**config.mk**
```make
export PLATFORM = sky130hd
export DESIGN_NAME = dswp_top
export DESIGN_NICKNAME = d
export VERILOG_FILES = /design/src/core/dswp_pkg.sv /design/src/core/dswp_sync.sv /design/src/core/dswp_buf.sv /design/src/core/dswp_top.sv
export VERILOG_INCLUDE_DIRS = /design/src /design/src/core
export SDC_FILE = /design/constraint.sdc
export NUM_CORES = 1
export LEC_CHECK = 0
export ABC_AREA = 1
export CORE_ASPECT_RATIO = 1.5
export CORE_MARGIN = 1
export CORE_UTILIZATION = 45
export CTS_CLUSTER_DIAMETER = 50
export DETAILED_ROUTE_END_ITERATION = 8
export DONT_BUFFER_PORTS = 1
export PLACE_DENSITY_LB_ADDON = 0.25
export SLEW_MARGIN = 20
export SYNTH_ARGS = -nofsm -noshare
export SYNTH_HDL_FRONTEND = slang
export SYNTH_SLANG_ARGS = --single-unit
export TNS_END_PERCENT = 30
```
**constraint.sdc**
```tcl
create_clock -name clk_sys_in -period 1.9 [get_ports clk_sys_in]
set_input_delay 0.285 -clock clk_sys_in [delete_from_list [all_inputs] [get_ports clk_sys_in]]
set_output_delay 0.285 -clock clk_sys_in [all_outputs]
set_load 0.05 [all_outputs]
```
**src/core/dswp_defines.svh**
```systemverilog
// Constants of the serial write port: offsets, field positions, reset values, timing
`ifndef DSWP_DEFINES_SVH
`define DSWP_DEFINES_SVH

// ---------------------------------------------------------------
// Register offsets (byte addresses)
// ---------------------------------------------------------------
`define DSWP_OFF_CODE 8'h00
`define DSWP_OFF_STATUS 8'h04
`define DSWP_OFF_CTRL 8'h08
`define DSWP_OFF_FRAMES 8'h0C

// ---------------------------------------------------------------
// Register fields and reset values
// ---------------------------------------------------------------
`define DSWP_STAT_MODE_HI 1
`define DSWP_STAT_MODE_LO 0
`define DSWP_STAT_ABORT 2
`define DSWP_STAT_SETTLED 3
`define DSWP_STAT_BUSY 4
`define DSWP_CTRL_EN 0
`define DSWP_CTRL_EN_RST 1'h1

// ---------------------------------------------------------------
// Frame layout
// ---------------------------------------------------------------
`define DSWP_LONG_LEN 24
`define DSWP_SHORT_LEN 16
`define DSWP_LONG_FRAME_MODE_HI 17
`define DSWP_LONG_FRAME_MODE_LO 16
`define DSWP_SHORT_FRAME_MODE_HI 15
`define DSWP_SHORT_FRAME_MODE_LO 14

// ---------------------------------------------------------------
// Timing, pins, buffer
// ---------------------------------------------------------------
`define DSWP_T_EXIT_NS 5000
`define DSWP_CLK_MHZ 50
`define DSWP_NS_PER_US 1000
`define DSWP_PIN_RST 3'h2
`define DSWP_PIN_SCLK 2
`define DSWP_PIN_SYNC 1
`define DSWP_PIN_DIN 0
`define DSWP_BUF_DEPTH 2'h2

`endif

```
**src/core/dswp_pkg.sv**
```systemverilog
// Types shared by the serial write port modules
package dswp_pkg;

    // ---------------------------------------------------------------
    // Enumerations
    // ---------------------------------------------------------------
    typedef enum logic [2:0] {
        ST_IDLE = 3'h1,
        ST_SHIFT = 3'h2,
        ST_DONE = 3'h4
    } dswp_state_t;

    typedef enum logic [1:0] {
        MODE_NORMAL = 2'h0,
        MODE_PD_1K = 2'h1,
        MODE_PD_100K = 2'h2,
        MODE_PD_TRI = 2'h3
    } dswp_mode_t;

    // ---------------------------------------------------------------
    // Carriers and module state
    // ---------------------------------------------------------------
    typedef struct packed {
        dswp_mode_t mode;
        logic [15:0] code;
    } dswp_frame_t;

    typedef struct packed {
        logic s1;
        logic s2;
        logic s3;
        logic lvl;
    } dswp_sync_t;

    typedef struct packed {
        dswp_frame_t [1:0] ent;
        logic wp;
        logic rp;
        logic [1:0] cnt;
    } dswp_buf_t;

    typedef struct packed {
        dswp_state_t state;
        logic [23:0] sh;
        logic [4:0] cnt;
        logic pend;
        dswp_frame_t pword;
        logic sclk_q;
        logic sync_q;
        logic [15:0] code;
        dswp_mode_t mode;
        logic [8:0] settle;
        logic abort;
        logic [15:0] frames;
        logic enable;
        logic [31:0] prdata;
    } dswp_top_t;

endpackage : dswp_pkg

```
**src/core/dswp_sync.sv**
```systemverilog
// Three-stage pin synchroniser with agreement filter
`timescale 1ns/1ps
module dswp_sync #(
    parameter logic RST_LVL = 1'b0
) (
    // Clock and reset
    input wire logic clk_sys_in,
    input wire logic reset_in,
    // Pin and filtered level
    input wire logic pin_in,
    output logic lvl_out
);
    dswp_pkg::dswp_sync_t q;
    dswp_pkg::dswp_sync_t n;

    // Stage one is read only by stage two; the level moves once stages two and three agree
    always_comb begin
        n = q;
        n.s1 = pin_in;
        n.s2 = q.s1;
        n.s3 = q.s2;
        if (q.s2 == q.s3) begin
            n.lvl = q.s3;
        end
    end

    // State register
    always_ff @(posedge clk_sys_in) begin
        if (reset_in) begin
            q <= '{s1: RST_LVL, s2: RST_LVL, s3: RST_LVL, lvl: RST_LVL};
        end else begin
            q <= n;
        end
    end

    assign lvl_out = q.lvl;

endmodule : dswp_sync

```
**src/core/dswp_buf.sv**
```systemverilog
// Two-entry frame buffer between the serial decoder and the converter core
`timescale 1ns/1ps
`include "dswp_defines.svh"
module dswp_buf (
    // Clock and reset
    input wire logic clk_sys_in,
    input wire logic reset_in,
    // Filling side
    input wire logic in_valid_in,
    output logic in_ready_out,
    input dswp_pkg::dswp_frame_t in_data_in,
    // Draining side
    output logic out_valid_out,
    input wire logic out_ready_in,
    output dswp_pkg::dswp_frame_t out_data_out
);
    dswp_pkg::dswp_buf_t q;
    dswp_pkg::dswp_buf_t n;
    logic push;
    logic pop;

    // Handshakes straight from the fill count
    assign in_ready_out = (q.cnt != `DSWP_BUF_DEPTH);
    assign out_valid_out = (q.cnt != 2'h0);
    assign push = in_valid_in & in_ready_out;
    assign pop = out_valid_out & out_ready_in;

    // Pointer and count update
    always_comb begin
        n = q;
        if (push) begin
            n.ent[q.wp] = in_data_in;
            n.wp = ~q.wp;
        end
        if (pop) begin
            n.rp = ~q.rp;
        end
        n.cnt = q.cnt + {1'b0, push} - {1'b0, pop};
    end

    // State register
    always_ff @(posedge clk_sys_in) begin
        if (reset_in) begin
            q <= '0;
        end else begin
            q <= n;
        end
    end

    assign out_data_out = q.ent[q.rp];

endmodule : dswp_buf

```
**src/core/dswp_top.sv**
```systemverilog
// Serial write port of a single-channel converter with APB status and control
//
// Summary of operation
// - Falling frame sync starts a frame and arms the input shift register; here only while enabled and with no completed frame held.
// - While sync is low, each falling serial clock shifts one data bit in.
// - On the 16th or 24th falling edge the frame executes immediately; here it waits in the two-entry buffer until core_ready_in is high.
// - Short frame: first two bits are mode, next 14 or 12 are data.
// - Long frame: six ignored bits, two mode bits, then 16 data bits.
// - Frames arrive most significant bit first.
// - Sync rising before the last edge clears the shift register, discards the frame.
// - Mode 00 normal, 01 1k to ground, 10 100k, 11 three-state.
// - Power-down disconnects the amplifier and applies the selected termination.
// - Power-down leaves the stored code untouched.
// - Reset code is zero or midscale and holds until a valid frame.
// - Code is straight binary over the full resolution range.
// - Leaving power-down flags the output unsettled for 5 us.
//
// Our own choices: the register addresses and the APB slave port.
`timescale 1ns/1ps
`include "dswp_defines.svh"
module dswp_top #(
    parameter int RES = 16,
    parameter bit MIDSCALE = 1'b0
) (
    // Clock and reset
    input wire logic clk_sys_in,
    input wire logic reset_in,
    // APB slave
    input wire logic psel_in,
    input wire logic penable_in,
    input wire logic pwrite_in,
    input wire logic [7:0] paddr_in,
    input wire logic [31:0] pwdata_in,
    output logic [31:0] prdata_out,
    output logic pready_out,
    output logic pslverr_out,
    // Serial link pins
    input wire logic sclk_in,
    input wire logic sync_n_in,
    input wire logic din_in,
    // Converter core
    input wire logic core_ready_in,
    output logic [15:0] dac_code_out,
    output dswp_pkg::dswp_mode_t mode_out,
    output logic amp_to_pin_out,
    output logic term_1k_out,
    output logic term_100k_out,
    output logic out_settled_out
);
    // ---------------------------------------------------------------
    // Variant constants
    // ---------------------------------------------------------------
    localparam bit LONG = (RES == 16);
    localparam int FRAME_LEN = LONG ? `DSWP_LONG_LEN : `DSWP_SHORT_LEN;
    localparam logic [4:0] LAST = 5'(FRAME_LEN);
    localparam int SHORT_SHIFT = LONG ? 0 : (`DSWP_SHORT_FRAME_MODE_LO - RES);
    localparam logic [15:0] CODE_MASK = 16'((32'h1 << RES) - 32'h1);
    localparam logic [15:0] RST_CODE = MIDSCALE ? 16'(32'h1 << (RES - 1)) : 16'h0000;
    localparam int EXIT_CYC =
        (`DSWP_T_EXIT_NS * `DSWP_CLK_MHZ + `DSWP_NS_PER_US - 1) / `DSWP_NS_PER_US;
    localparam logic [8:0] S_EXIT = 9'(EXIT_CYC);

    localparam dswp_pkg::dswp_top_t RST = '{
        state: dswp_pkg::ST_DONE,
        sh: 24'h000000,
        cnt: 5'h00,
        pend: 1'b0,
        pword: '{mode: dswp_pkg::MODE_NORMAL, code: 16'h0000},
        sclk_q: 1'b0,
        sync_q: 1'b1,
        code: RST_CODE,
        mode: dswp_pkg::MODE_NORMAL,
        settle: 9'h000,
        abort: 1'b0,
        frames: 16'h0000,
        enable: `DSWP_CTRL_EN_RST,
        prdata: 32'h00000000
    };

    // ---------------------------------------------------------------
    // Functions
    // ---------------------------------------------------------------

    // Address decode, used only by the error answer; the read mux decodes the address in its own case
    function automatic logic addr_ok(input logic [7:0] a);
        return (a == `DSWP_OFF_CODE) || (a == `DSWP_OFF_STATUS) ||
               (a == `DSWP_OFF_CTRL) || (a == `DSWP_OFF_FRAMES);
    endfunction : addr_ok

    // Split a completed word into mode and code
    function automatic dswp_pkg::dswp_frame_t decode_frame(input logic [23:0] w);
        dswp_pkg::dswp_frame_t f;
        logic [13:0] d;
        d = w[`DSWP_SHORT_FRAME_MODE_LO-1:0];
        if (LONG) begin
            f.mode = dswp_pkg::dswp_mode_t'(
                w[`DSWP_LONG_FRAME_MODE_HI:`DSWP_LONG_FRAME_MODE_LO]);
            f.code = w[`DSWP_LONG_FRAME_MODE_LO-1:0];
        end else begin
            f.mode = dswp_pkg::dswp_mode_t'(
                w[`DSWP_SHORT_FRAME_MODE_HI:`DSWP_SHORT_FRAME_MODE_LO]);
            f.code = 16'(d >> SHORT_SHIFT);
        end
        f.code = f.code & CODE_MASK;
        return f;
    endfunction : decode_frame

    // ---------------------------------------------------------------
    // Pin synchronisers
    // ---------------------------------------------------------------
    localparam logic [2:0] PIN_RST = `DSWP_PIN_RST;
    logic [2:0] pin_raw;
    logic [2:0] pin_lvl;
    assign pin_raw = {sclk_in, sync_n_in, din_in};

    // Serial clock is oversampled, so the link must stay well below the system rate
    generate
        for (genvar i = 0; i < 3; i++) begin : g_pin
            dswp_sync #(.RST_LVL(PIN_RST[i])) u_sync (
                .clk_sys_in(clk_sys_in),
                .reset_in(reset_in),
                .pin_in(pin_raw[i]),
                .lvl_out(pin_lvl[i])
            );
        end
    endgenerate

    // ---------------------------------------------------------------
    // State and edges
    // ---------------------------------------------------------------
    dswp_pkg::dswp_top_t q;
    dswp_pkg::dswp_top_t n;
    logic sclk_l;
    logic sync_l;
    logic din_l;
    logic sclk_fall;
    logic sync_fall;
    logic sync_rise;
    logic [23:0] shifted;
    logic buf_in_ready;
    logic buf_out_valid;
    dswp_pkg::dswp_frame_t buf_out;
    logic drain;
    logic apb_setup;
    logic apb_write;

    // Edge detection on filtered levels
    assign sclk_l = pin_lvl[`DSWP_PIN_SCLK];
    assign sync_l = pin_lvl[`DSWP_PIN_SYNC];
    assign din_l = pin_lvl[`DSWP_PIN_DIN];
    assign sclk_fall = q.sclk_q & ~sclk_l;
    assign sync_fall = q.sync_q & ~sync_l;
    assign sync_rise = ~q.sync_q & sync_l;
    assign shifted = {q.sh[22:0], din_l};
    assign drain = buf_out_valid & core_ready_in;
    assign apb_setup = psel_in & ~penable_in;
    assign apb_write = psel_in & penable_in & pwrite_in;

    // ---------------------------------------------------------------
    // Next-state logic
    // ---------------------------------------------------------------
    always_comb begin
        n = q;
        n.sclk_q = sclk_l;
        n.sync_q = sync_l;

        // APB read data is latched in the setup phase, shown in the access phase
        if (apb_setup && !pwrite_in) begin
            n.prdata = 32'h00000000;
            unique case (paddr_in)
                `DSWP_OFF_CODE: n.prdata = {16'h0000, q.code};
                `DSWP_OFF_STATUS: begin
                    n.prdata[`DSWP_STAT_MODE_HI:`DSWP_STAT_MODE_LO] = q.mode;
                    n.prdata[`DSWP_STAT_ABORT] = q.abort;
                    n.prdata[`DSWP_STAT_SETTLED] = (q.settle == 9'h000);
                    n.prdata[`DSWP_STAT_BUSY] = q.pend | buf_out_valid;
                end
                `DSWP_OFF_CTRL: n.prdata[`DSWP_CTRL_EN] = q.enable;
                `DSWP_OFF_FRAMES: n.prdata = {16'h0000, q.frames};
                default: n.prdata = 32'h00000000;
            endcase
        end

        // Writes take effect in the access phase; clears come first so a set wins
        if (apb_write) begin
            if (paddr_in == `DSWP_OFF_CTRL) begin
                n.enable = pwdata_in[`DSWP_CTRL_EN];
            end
            if (paddr_in == `DSWP_OFF_STATUS && pwdata_in[`DSWP_STAT_ABORT]) begin
                n.abort = 1'b0;
            end
        end

        // Completed frame leaves for the buffer when it has room
        if (q.pend && buf_in_ready) begin
            n.pend = 1'b0;
        end

        // Frame sequencer
        unique case (q.state)
            dswp_pkg::ST_IDLE: begin
                // A held frame stalls the next start so no word is overwritten
                if (sync_fall && q.enable && !q.pend) begin
                    n.state = dswp_pkg::ST_SHIFT;
                    n.sh = 24'h000000;
                    n.cnt = 5'h00;
                end
            end
            dswp_pkg::ST_SHIFT: begin
                if (sync_rise) begin
                    n.state = dswp_pkg::ST_IDLE;
                    n.sh = 24'h000000;
                    n.cnt = 5'h00;
                    n.abort = 1'b1;
                end else if (sclk_fall) begin
                    n.sh = shifted;
                    n.cnt = q.cnt + 5'h01;
                    if (q.cnt + 5'h01 == LAST) begin
                        n.pend = 1'b1;
                        n.pword = decode_frame(shifted);
                        n.state = dswp_pkg::ST_DONE;
                    end
                end
            end
            dswp_pkg::ST_DONE: begin
                // Sync may idle low here; clocks are ignored until it rises
                if (sync_l) begin
                    n.state = dswp_pkg::ST_IDLE;
                end
            end
            default: n.state = dswp_pkg::ST_IDLE;
        endcase

        // Power-up settling countdown
        if (q.settle != 9'h000) begin
            n.settle = q.settle - 9'h001;
        end

        // Core accepts a frame: mode always, code only in normal mode
        if (drain) begin
            n.mode = buf_out.mode;
            n.frames = q.frames + 16'h0001;
            if (buf_out.mode == dswp_pkg::MODE_NORMAL) begin
                n.code = buf_out.code;
                if (q.mode != dswp_pkg::MODE_NORMAL) begin
                    n.settle = S_EXIT;
                end
            end
        end
    end

    // State register; reset gives the variant code and normal mode
    always_ff @(posedge clk_sys_in) begin
        if (reset_in) begin
            q <= RST;
        end else begin
            q <= n;
        end
    end

    // ---------------------------------------------------------------
    // Frame buffer
    // ---------------------------------------------------------------
    dswp_buf u_buf (
        .clk_sys_in(clk_sys_in),
        .reset_in(reset_in),
        .in_valid_in(q.pend),
        .in_ready_out(buf_in_ready),
        .in_data_in(q.pword),
        .out_valid_out(buf_out_valid),
        .out_ready_in(core_ready_in),
        .out_data_out(buf_out)
    );

    // ---------------------------------------------------------------
    // Outputs
    // ---------------------------------------------------------------
    assign prdata_out = q.prdata;
    assign pready_out = 1'b1;
    assign pslverr_out = psel_in & penable_in & ~addr_ok(paddr_in);
    assign dac_code_out = q.code;
    assign mode_out = q.mode;

    // Termination follows the mode; the amplifier drives only in normal mode
    assign amp_to_pin_out = (q.mode == dswp_pkg::MODE_NORMAL);
    assign term_1k_out = (q.mode == dswp_pkg::MODE_PD_1K);
    assign term_100k_out = (q.mode == dswp_pkg::MODE_PD_100K);
    assign out_settled_out = (q.settle == 9'h000);
endmodule : dswp_top

```
=== After elaboration in Yosys (flattened, before gate mapping) ===
Cells that the tools add are included.

* Input bits: 49
* Output and inout port bits: 56
* Register bits: 181
* Logic and storage cells: 128

* Reductions and logical operators: 24
* Bitwise operators: 18
* Add/sub/neg operators: 5
* Equal/unequal tests: 17
* Multiplexer cells: 27
* $lt $le $gt $ge: 3

{| class="wikitable"
|+ Operator list
! cell !! number
|-
| 32-bit two-way mux || 2
|-
| 19-bit two-way mux || 3
|-
| 28-bit one-hot mux with 2 select lines || 1
|-
| 18-bit two-way mux || 3
|-
| 51-bit two-way mux || 1
|-
| 36-bit bitwise mux || 1
|-
| 9-bit two-way mux || 4
|-
| 11-bit one-hot mux with 2 select lines || 1
|-
| 18-bit demux with 1-bit select || 1
|-
| 16-bit by 1-bit adder with 16-bit output (second input constant) || 1
|-
| 8-bit by 4-bit equality test with 1-bit output (second input constant) || 2
|-
| 4-bit one-hot mux with 3 select lines || 1
|-
| 1-bit bitwise AND || 9
|-
| 9-bit zero test || 1
|-
| 3-bit one-hot mux with 3 select lines || 1
|-
| 9-bit nonzero test || 1
|-
| 9-bit by 1-bit subtractor with 9-bit output (second input constant) || 1
|-
| 8-bit by 3-bit equality test with 1-bit output (second input constant) || 1
|-
| 8-bit zero test || 1
|-
| 1-bit inverter || 8
|-
| 4-bit AND reduction || 2
|-
| 1-bit logical AND || 6
|-
| 3-bit two-way mux || 2
|-
| 3-bit != test (second input constant) || 2
|-
| 23 further kinds || 38
|}

=== Depth between registers and ports, before layout ===
Gate-level depths: netlist (run 1).

* Word-level depth: 7
* Mapped depth: 11
* Depth with buffers taken out: 9

=== Cells and area by module ===
Synthesis (run 1) repeated with hierarchy kept, for this count alone.

* Cell total of the unflattened synthesis: 1139
* Area total of the unflattened synthesis: 7772.5 um^2

{| class="wikitable"
|+ Modules (own cells, without submodules)
! module !! sequential area each (um^2) !! area an instance (um^2) !! cells an instance !! times used
|-
| dswp_top || 2142.1 || 5158.7 || 740 || 1
|-
| dswp_buf || 800.8 || 2242.2 || 358 || 1
|-
| dswp_sync (g_pin[0].u_sync ...) || 80.1 || 121.4 || 13 || 2
|-
| dswp_sync (g_pin[1].u_sync) || 80.1 || 128.9 || 15 || 1
|}

=== Worst setup path before layout (run 1) ===
Ideal clock, no wire load.

* Kind: input port to output port
* From: input paddr_in[7]
* To: output pslverr_out
* Arrival time: 2.221 ns
* Buffers on the path: 1
* Stages on the path: 7
* Path slack: -0.606 ns
* Data required time: 1.615 ns
* Cell sequence: nor2_1 > nand2_1 > inv_1 > buf_2 > nand3_1 > nand2_1 > nor4_1

* Cells in the longest elaborated chain, start to end: 6
* Elaborated cells on any way between the ends: 9
* Classes of those cells: eq/ne (3); bitwise (2); reduce/logical (4)

{| class="wikitable"
|+ RTL lines
! element !! RTL line !! source
|-
| from (decl) || dswp_top.sv:32 || <nowiki>input wire logic [7:0] paddr_in,</nowiki>
|-
| 8-bit by 3-bit equality test with 1-bit output / 8-bit zero test (equally long branches) || -- ||
|-
| 1-bit logical OR (2 in a row) || dswp_top.sv:86 || <nowiki>return (a == `DSWP_OFF_CODE) || (a == `DSWP_OFF_STATUS) ||</nowiki>
|-
| 1-bit logical OR (*) || dswp_top.sv:86 ||
|-
| 1-bit inverter (*) || dswp_top.sv:280 || <nowiki>assign pslverr_out = psel_in & penable_in & ~addr_ok(paddr_in);</nowiki>
|-
| 1-bit bitwise AND (*) || dswp_top.sv:280 ||
|-
| to (decl) || dswp_top.sv:36 || <nowiki>output logic pslverr_out,</nowiki>
|}

Every way passes the cells marked *; elsewhere a longest branch is shown, timed or not.

=== Final worst setup path (run 1) ===
* From: register q[50] in the netlist's numbering
* To: output out_settled_out

* Cells in the longest elaborated chain, start to end: 1

{| class="wikitable"
|+ RTL lines
! element !! RTL line !! source
|-
| from (decl) || dswp_top.sv:131 || <nowiki>dswp_pkg::dswp_top_t q;</nowiki>
|-
| from (signal assigned) || dswp_top.sv:257 || <nowiki>q <= n;</nowiki>
|-
| 9-bit zero test || dswp_top.sv:288 || <nowiki>assign out_settled_out = (q.settle == 9'h000);</nowiki>
|-
| to (decl) || dswp_top.sv:48 || <nowiki>output logic out_settled_out</nowiki>
|}

Every way passes these cells.

==> flow_metrics.tcl, run 1 <==
set metrics [dict create \
    vias_per_cell 4.85 \
    drtIter0Drc 282 \
    max_stage_delay_ps 320 \
    synth_edf_count 0 \
    wire_per_inst_um 12.3 \
    start_util_pct 46.4 \
    ant_nets 0 \
    cts_max_level 4 \
    worstPathRequired_ps 1620 \
    postSynthCellCount 956 \
    row_count 55 \
    fillCellCount 1497 \
    diodes 0 \
    multi_input_area_mm2 0.00296 \
    grt-ovfl-total 0 \
    status "completed" \
    syn_area_mm2 0.00706 \
    critPathMaxFanout 5 \
    critPathLaunchType "flop" \
    rsz0062_at_grt "false" \
    grt_pass1_vias 5211 \
    holdCritPathClass "input port to flop" \
    synth_ff_type "dfxtp_1" \
    port_buffers 0 \
    ir_worst_vdd_v 0.000610 \
    final_cells 1154 \
    crit_chain "inv_1 > ha_2 > nand2_1 > nor3_2 > buf_6" \
    setup_viol 0 \
    drive_gt1_share_pct 12.3 \
    area_growth_pct 11.2 \
    hpwl_um 9960 \
    place.gp.congestion 0.862 \
    fmax_ghz 0.556 \
    synth.distinct_cells 37 \
    cts_tree "done" \
    grt_max_degree 70 \
    synth_top_cell_by_area "dfxtp_1" \
    syn_avg_cell_area_um2 7.38 \
    max_slew_margin_pct 59.6 \
    cts_buffer_depth 2 \
    layout_min_cycle_time_ps 1800 \
    worst_pin_slew_ps 605 \
    dr.pass1.iters 6 \
    nets 997 \
    fin_worst_skew_ps 8.63 \
    synth_commonest_cells "nand2_1 (173), dfxtp_1 (159), a21oi_1 (103)" \
    setup_tns_ps 0 \
    drc_errors 0 \
    timing.final.crit_share_pct 94.7 \
    dieArea_mm2 0.0162 \
    grt_usage_pct 18.2 \
    synth_top_cell_area_share_pct 45.1 \
    drv_cap 0 \
    cts_made_buffers 17 \
    crit_path_end_kind "output port" \
    grt_pass1_wl_um 24000 \
    die_h_um 155 \
    routed_wl_um 14100 \
    synth_most_common_cell "nand2_1" \
    arrival_ps 1510 \
    die_w_um 104 \
    hold_viol 0 \
    final_max_slew_viol_count 0 \
    worst_path_max_delay_cell "dfxtp_1" \
    insertion_delay_ps 420 \
    antenna_found_initial 0 \
    vias 5599 \
    yosys_warnings 0 \
    power_density_mw_per_mm2 1070 \
    synth-seq-cells 159 \
    synth_seq_area_share_pct 45.1 \
    ios 105 \
    path_clk_slew_ps 70 \
    place_inst 1117 \
    clock-sinks 159 \
    root_buffer "clkbuf_16" \
    ys_top_cells_by_area "dfxtp_1 (45%), nand2_1 (9.2%), a21oi_1 (7.3%), o21ai_0 (5.8%), buf_4 (5.6%)" \
    register_area_mm2 0.00318 \
    setup.worst_path.class "flop to output port" \
    async_reset_ff_share_pct 0 \
    power_leakage_nw 3.10 \
    core_mm2 0.0152 \
]
## cells by family after synthesis
group	share of synthesized area (%)
flip-flops	45.1
adder cells (fa/ha/maj)	1.06
other	0.106
XOR/XNOR	0.248
AO/OA/AOI/OAI	16.6
buffers and inverters	14.1
AND/OR/NAND/NOR	22.8
## per-stage QoR
stage	utilization, %	instance area [um2]	hold WS (ps)	total power, mW	setup WS (ps)
2_1_floorplan	-	7130	388	4.63	120
3_3_place_gp	46.9	7130	360	4.75	160
3_5_place_dp	46.9	7130	363	4.76	109
4_1_cts	51.5	7830	15.0	8.42	56.1
5_1_grt	51.6	7840	46.1	8.73	2.01
6_report	51.6	7840	31.2	8.36	102
## state kept, by name (all words and copies together) (netlist names)
signal	cells
g_pin.u_sync.q	3
u_buf.q	40
q	73
g_pin.u_sync.n	6
mode_out	2
prdata_out	16
g_pin.u_sync.lvl_out	3
dac_code_out	16
## timing repair
action                                  4_1_cts  5_1_grt
hold buffers                                  5        0
gates resized for setup                       0        4
endpoints found under the setup margin        0       22
buffers inserted                              0        0
hold endpoints to repair                     70        0
## final cells by class
| type | count | area share, % |
|---|---|---|
| Clock buffer | 17 | 5.42 |
| Clock inverter | 15 | 2.63 |
| Inverter | 106 | 5.17 |
| Multi-Input combinational cell | 612 | 37.7 |
| Sequential cell | 159 | 40.6 |
| Tap cell | 199 | 3.17 |
| Timing Repair Buffer | 46 | 5.31 |
## placed cells by master, fill, tap and decap left out, types with 2 or more instances in the layout
master	count
nor3_2	4
nand4_1	6
o21bai_1	11
ha_1	5
o21ai_0	82
nor3_1	10
nand2_2	2
nor2_1	88
nor2_2	15
nor2_4	5
nand3b_1	3
nand2_1	173
o21ai_1	16
buf_12	3
bufinv_16	4
dfxtp_1	159
a21oi_1	103
clkinv_4	2
clkinvlp_4	2
clkinv_2	2
inv_6	5
nand3_1	49
o22ai_1	8
dlygate4sd3_1	4
inv_1	100
conb_1	17
inv_2	5
or2_2	3
nand3_2	3
buf_4	37
clkbuf_16	17
## layer usage
metal	part of all wire, %	vias to the layer above	global-route usage [%]
met5	0	-	0
met4	2.1	0	7.01
met3	2.3	20	3.77
met2	52	80	34.3
met1	43	2522	19.7
li1	-	2977	-
## report_power, final
group	switching [mW]	internal (mW)
Sequential	0.171	3.46
Clock	1.40	2.22
Combinational	0.760	0.349
Total	2.33	6.03
## final timing paths
path                         from              endpoint  slack (ps)  depth (start not counted)
max reg2reg            u_buf.q[1]                 q[45]         170                          8
min reg2reg  g_pin[2].u_sync.n[2]  g_pin[2].u_sync.n[1]         410                          2
min                      reset_in                 q[98]          30                          3
max                         q[50]       out_settled_out         100                          5
## worst max-delay path, delay by kind of cell (launching register included)
kind                     cells  cell delay, ps
flip-flops                   1             320
AND/OR/NAND/NOR              2             280
adder cells (fa/ha/maj)      1             210
buffers and inverters        2             280
Note: power is estimated with default switching activity, not from simulation.
==> run 2: changes to the inputs <==
--- a/config.mk
+++ b/config.mk
@@ -8,7 +8,6 @@
 export LEC_CHECK = 0
 export ABC_AREA = 1
 export CORE_ASPECT_RATIO = 1.5
-export CORE_MARGIN = 1
 export CORE_UTILIZATION = 45
 export CTS_CLUSTER_DIAMETER = 50
 export DETAILED_ROUTE_END_ITERATION = 8
==> constraint.sdc (replaced) <==
create_clock -name clk_sys_in -period 1.9 [get_ports clk_sys_in]
set_input_delay 0.095 -clock clk_sys_in [delete_from_list [all_inputs] [get_ports clk_sys_in]]
set_output_delay 0.095 -clock clk_sys_in [all_outputs]
set_load 0.05 [all_outputs]
==> run 2 against run 1 <==
  * Die area unchanged
  * Sequential power down 2%
  * Wire length up 3.0%
  * Worst hold slack worse by 7.7 ps
  * Maximum frequency down 0.75%
  * Clock-buffer cell count up 1
  * Total power down 2.2%
  * Final cell count up 1.6%
  * Critical endpoint unchanged
  * Non-clock buffer count up 19
  * First-iteration DRC count down 11%
  * Register-to-register slack about the same
==> flow_metrics.tcl, run 2 (same netlist as run 1, synthesis figures left out) <==
set metrics [dict create \
    cts_buffer_depth 2 \
    diodes 0 \
    layout_common_cells "nand2_1 (173), dfxtp_1 (159), a21oi_1 (103), inv_1 (100), nor2_1 (88)" \
    drv_cap 0 \
    placed_cell_area_mm2 0.00721 \
    largest_reg_flops 73 \
    top_regs "q: 73 flops, u_buf.q: 40 flops" \
    min_path_cells 2 \
    worstRegToRegCells 8 \
    holdCritPathClass "input port to flop" \
    vias 5732 \
    row_count 55 \
    drc_errors 0 \
    rsz0062_at_grt "false" \
    layout_min_cycle_time_ps 1810 \
    dr.pass1.iters 5 \
    antenna_found_initial 0 \
    critPathLaunchType "flop" \
    dieArea_mm2 0.0162 \
    final_common_cell "nand2_1" \
    ios 105 \
    regMostFlops "q" \
    timing.final.crit_share_pct 95.4 \
    place.gp.congestion 0.855 \
    hp-start "reset_in" \
    fillCellCount 1502 \
    port_buffers 0 \
    root_buffer "clkbuf_16" \
    grt_pass1_wl_um 24800 \
    arrival_ps 1720 \
    internal-power_mw 5.82 \
    start_util_pct 46.4 \
    fmax_ghz 0.552 \
    wire_per_inst_um 12.4 \
    crit_path_end_kind "output port" \
    max_slew_margin_pct 61.1 \
    drtIter0Drc 251 \
    drive_gt1_share_pct 13.6 \
    clkPwrFrac_pct 41.6 \
    max_stage_delay_ps 330 \
    setup_viol 0 \
    ir_worst_vdd_v 0.000572 \
    worst_pin_slew_ps 581 \
    worstPathRequired_ps 1800 \
    hold_slack_ps 23.5 \
    power_density_mw_per_mm2 1030 \
    r2r_setup_slack_ps 170 \
    path_clk_slew_ps 70 \
    switching_share_pct 28.8 \
    power_leakage_nw 3.18 \
    worst_path_max_delay_cell "dfxtp_1" \
    fin_worst_skew_ps 10.2 \
    grt_max_degree 71 \
    power_frac_comb_pct 15.1 \
    vias_per_cell 4.89 \
    crit_chain "inv_1 > ha_1 > nand2_1 > nor3_4 > buf_4" \
    p_switching_mw 2.36 \
    rr_startpoint "u_buf.q[1]" \
    clock-sinks 159 \
    hold_end "g_pin[2].u_sync.n[1]" \
    nets 1016 \
    setup.worst_path.class "flop to output port" \
    die_w_um 104 \
    hold_viol 0 \
    ant_nets 0 \
    cts_made_buffers 17 \
    hpwl_um 9930 \
    cts_max_level 4 \
    core_mm2 0.0152 \
    power_frac_seq_pct 43.3 \
    insertion_delay_ps 420 \
    grt_usage_pct 18.9 \
    design_area_mm2 0.00792 \
    status "completed" \
    cts_setup_buffers 0 \
    final_max_slew_viol_count 0 \
    setup_tns_ps 0 \
    area_growth_pct 12.3 \
    final_cells 1173 \
    critPathMaxFanout 5 \
    cts_tree "done" \
    place_inst 1133 \
    grt-ovfl-total 0 \
    grt_pass1_vias 5405 \
    routed_wl_um 14600 \
    timing.rr.end "u_buf.q[1]" \
    die_h_um 155 \
]
run 2: cell count changes in the layout (fill, tap and decap cells not counted), moves of 2 or more:
cell,delta
buf_4,+19
clkinv_4,+4
dlygate4sd3_1,+3
bufinv_16,-2
buf_12,-2
run 2: routing by layer:
layer | up-vias | track usage, % | wire length (um) | part of all wire (%)
li1 | 3018 | - | - | -
met1 | 2592 | 20.0 | 6150 | 42
met2 | 99 | 36.1 | 7700 | 53
met3 | 23 | 3.94 | 434 | 3.0
met4 | 0 | 7.21 | 264 | 1.8
met5 | - | 0 | 0 | 0
run 2: layout make-up:
class	instances	area, um2	area share, %
Timing Repair Buffer	65	538	6.79
Multi-Input combinational cell	612	2950	37.3
Clock buffer	18	439	5.55
Inverter	106	403	5.09
Tap cell	199	249	3.14
Clock inverter	14	156	1.97
Sequential cell	159	3180	40.2
run 2: worst max path at each step:
stage                      start               to  slack (ps)  cells after the start
final                      q[50]  out_settled_out          90                      5
after CTS                  q[50]  out_settled_out          10                      5
after global placement    q[127]           q[112]         170                      7
after detailed placement  q[127]           q[112]         130                      7
after global routing       q[50]  out_settled_out           3                      5
after floorplan            q[50]            q[55]         120                      7
run 2: worst max-delay path: cells and delay by family (launching register included):
kind | cells | cell delay, ps
flip-flops | 1 | 330
AND/OR/NAND/NOR | 2 | 430
adder cells (fa/ha/maj) | 1 | 200
buffers and inverters | 2 | 340
run 2: timing repair:
item                                    in CTS  in global routing
hold endpoints to repair                    72                  0
hold buffers                                 8                  0
gates resized for setup                      0                  2
endpoints found under the setup margin       0                 19
run 2: through the flow:
step	setup slack (ps)	total power, mW	util (%)
final	88.0	8.18	52.1
after CTS	13.6	8.24	52.0
after floorplan	120	4.63	-
after global routing	3.22	8.53	52.1
after global placement	166	4.77	47.4
after detailed placement	133	4.79	47.4
run 2: power groups by stage:
stage	combinational (mW)	clock, mW	sequential [mW]
after detailed placement	1.18	0	3.61
after global routing	1.37	3.61	3.55
after CTS	1.22	3.48	3.54
after floorplan	1.03	0	3.60
after global placement	1.16	0	3.61
final	1.23	3.41	3.54
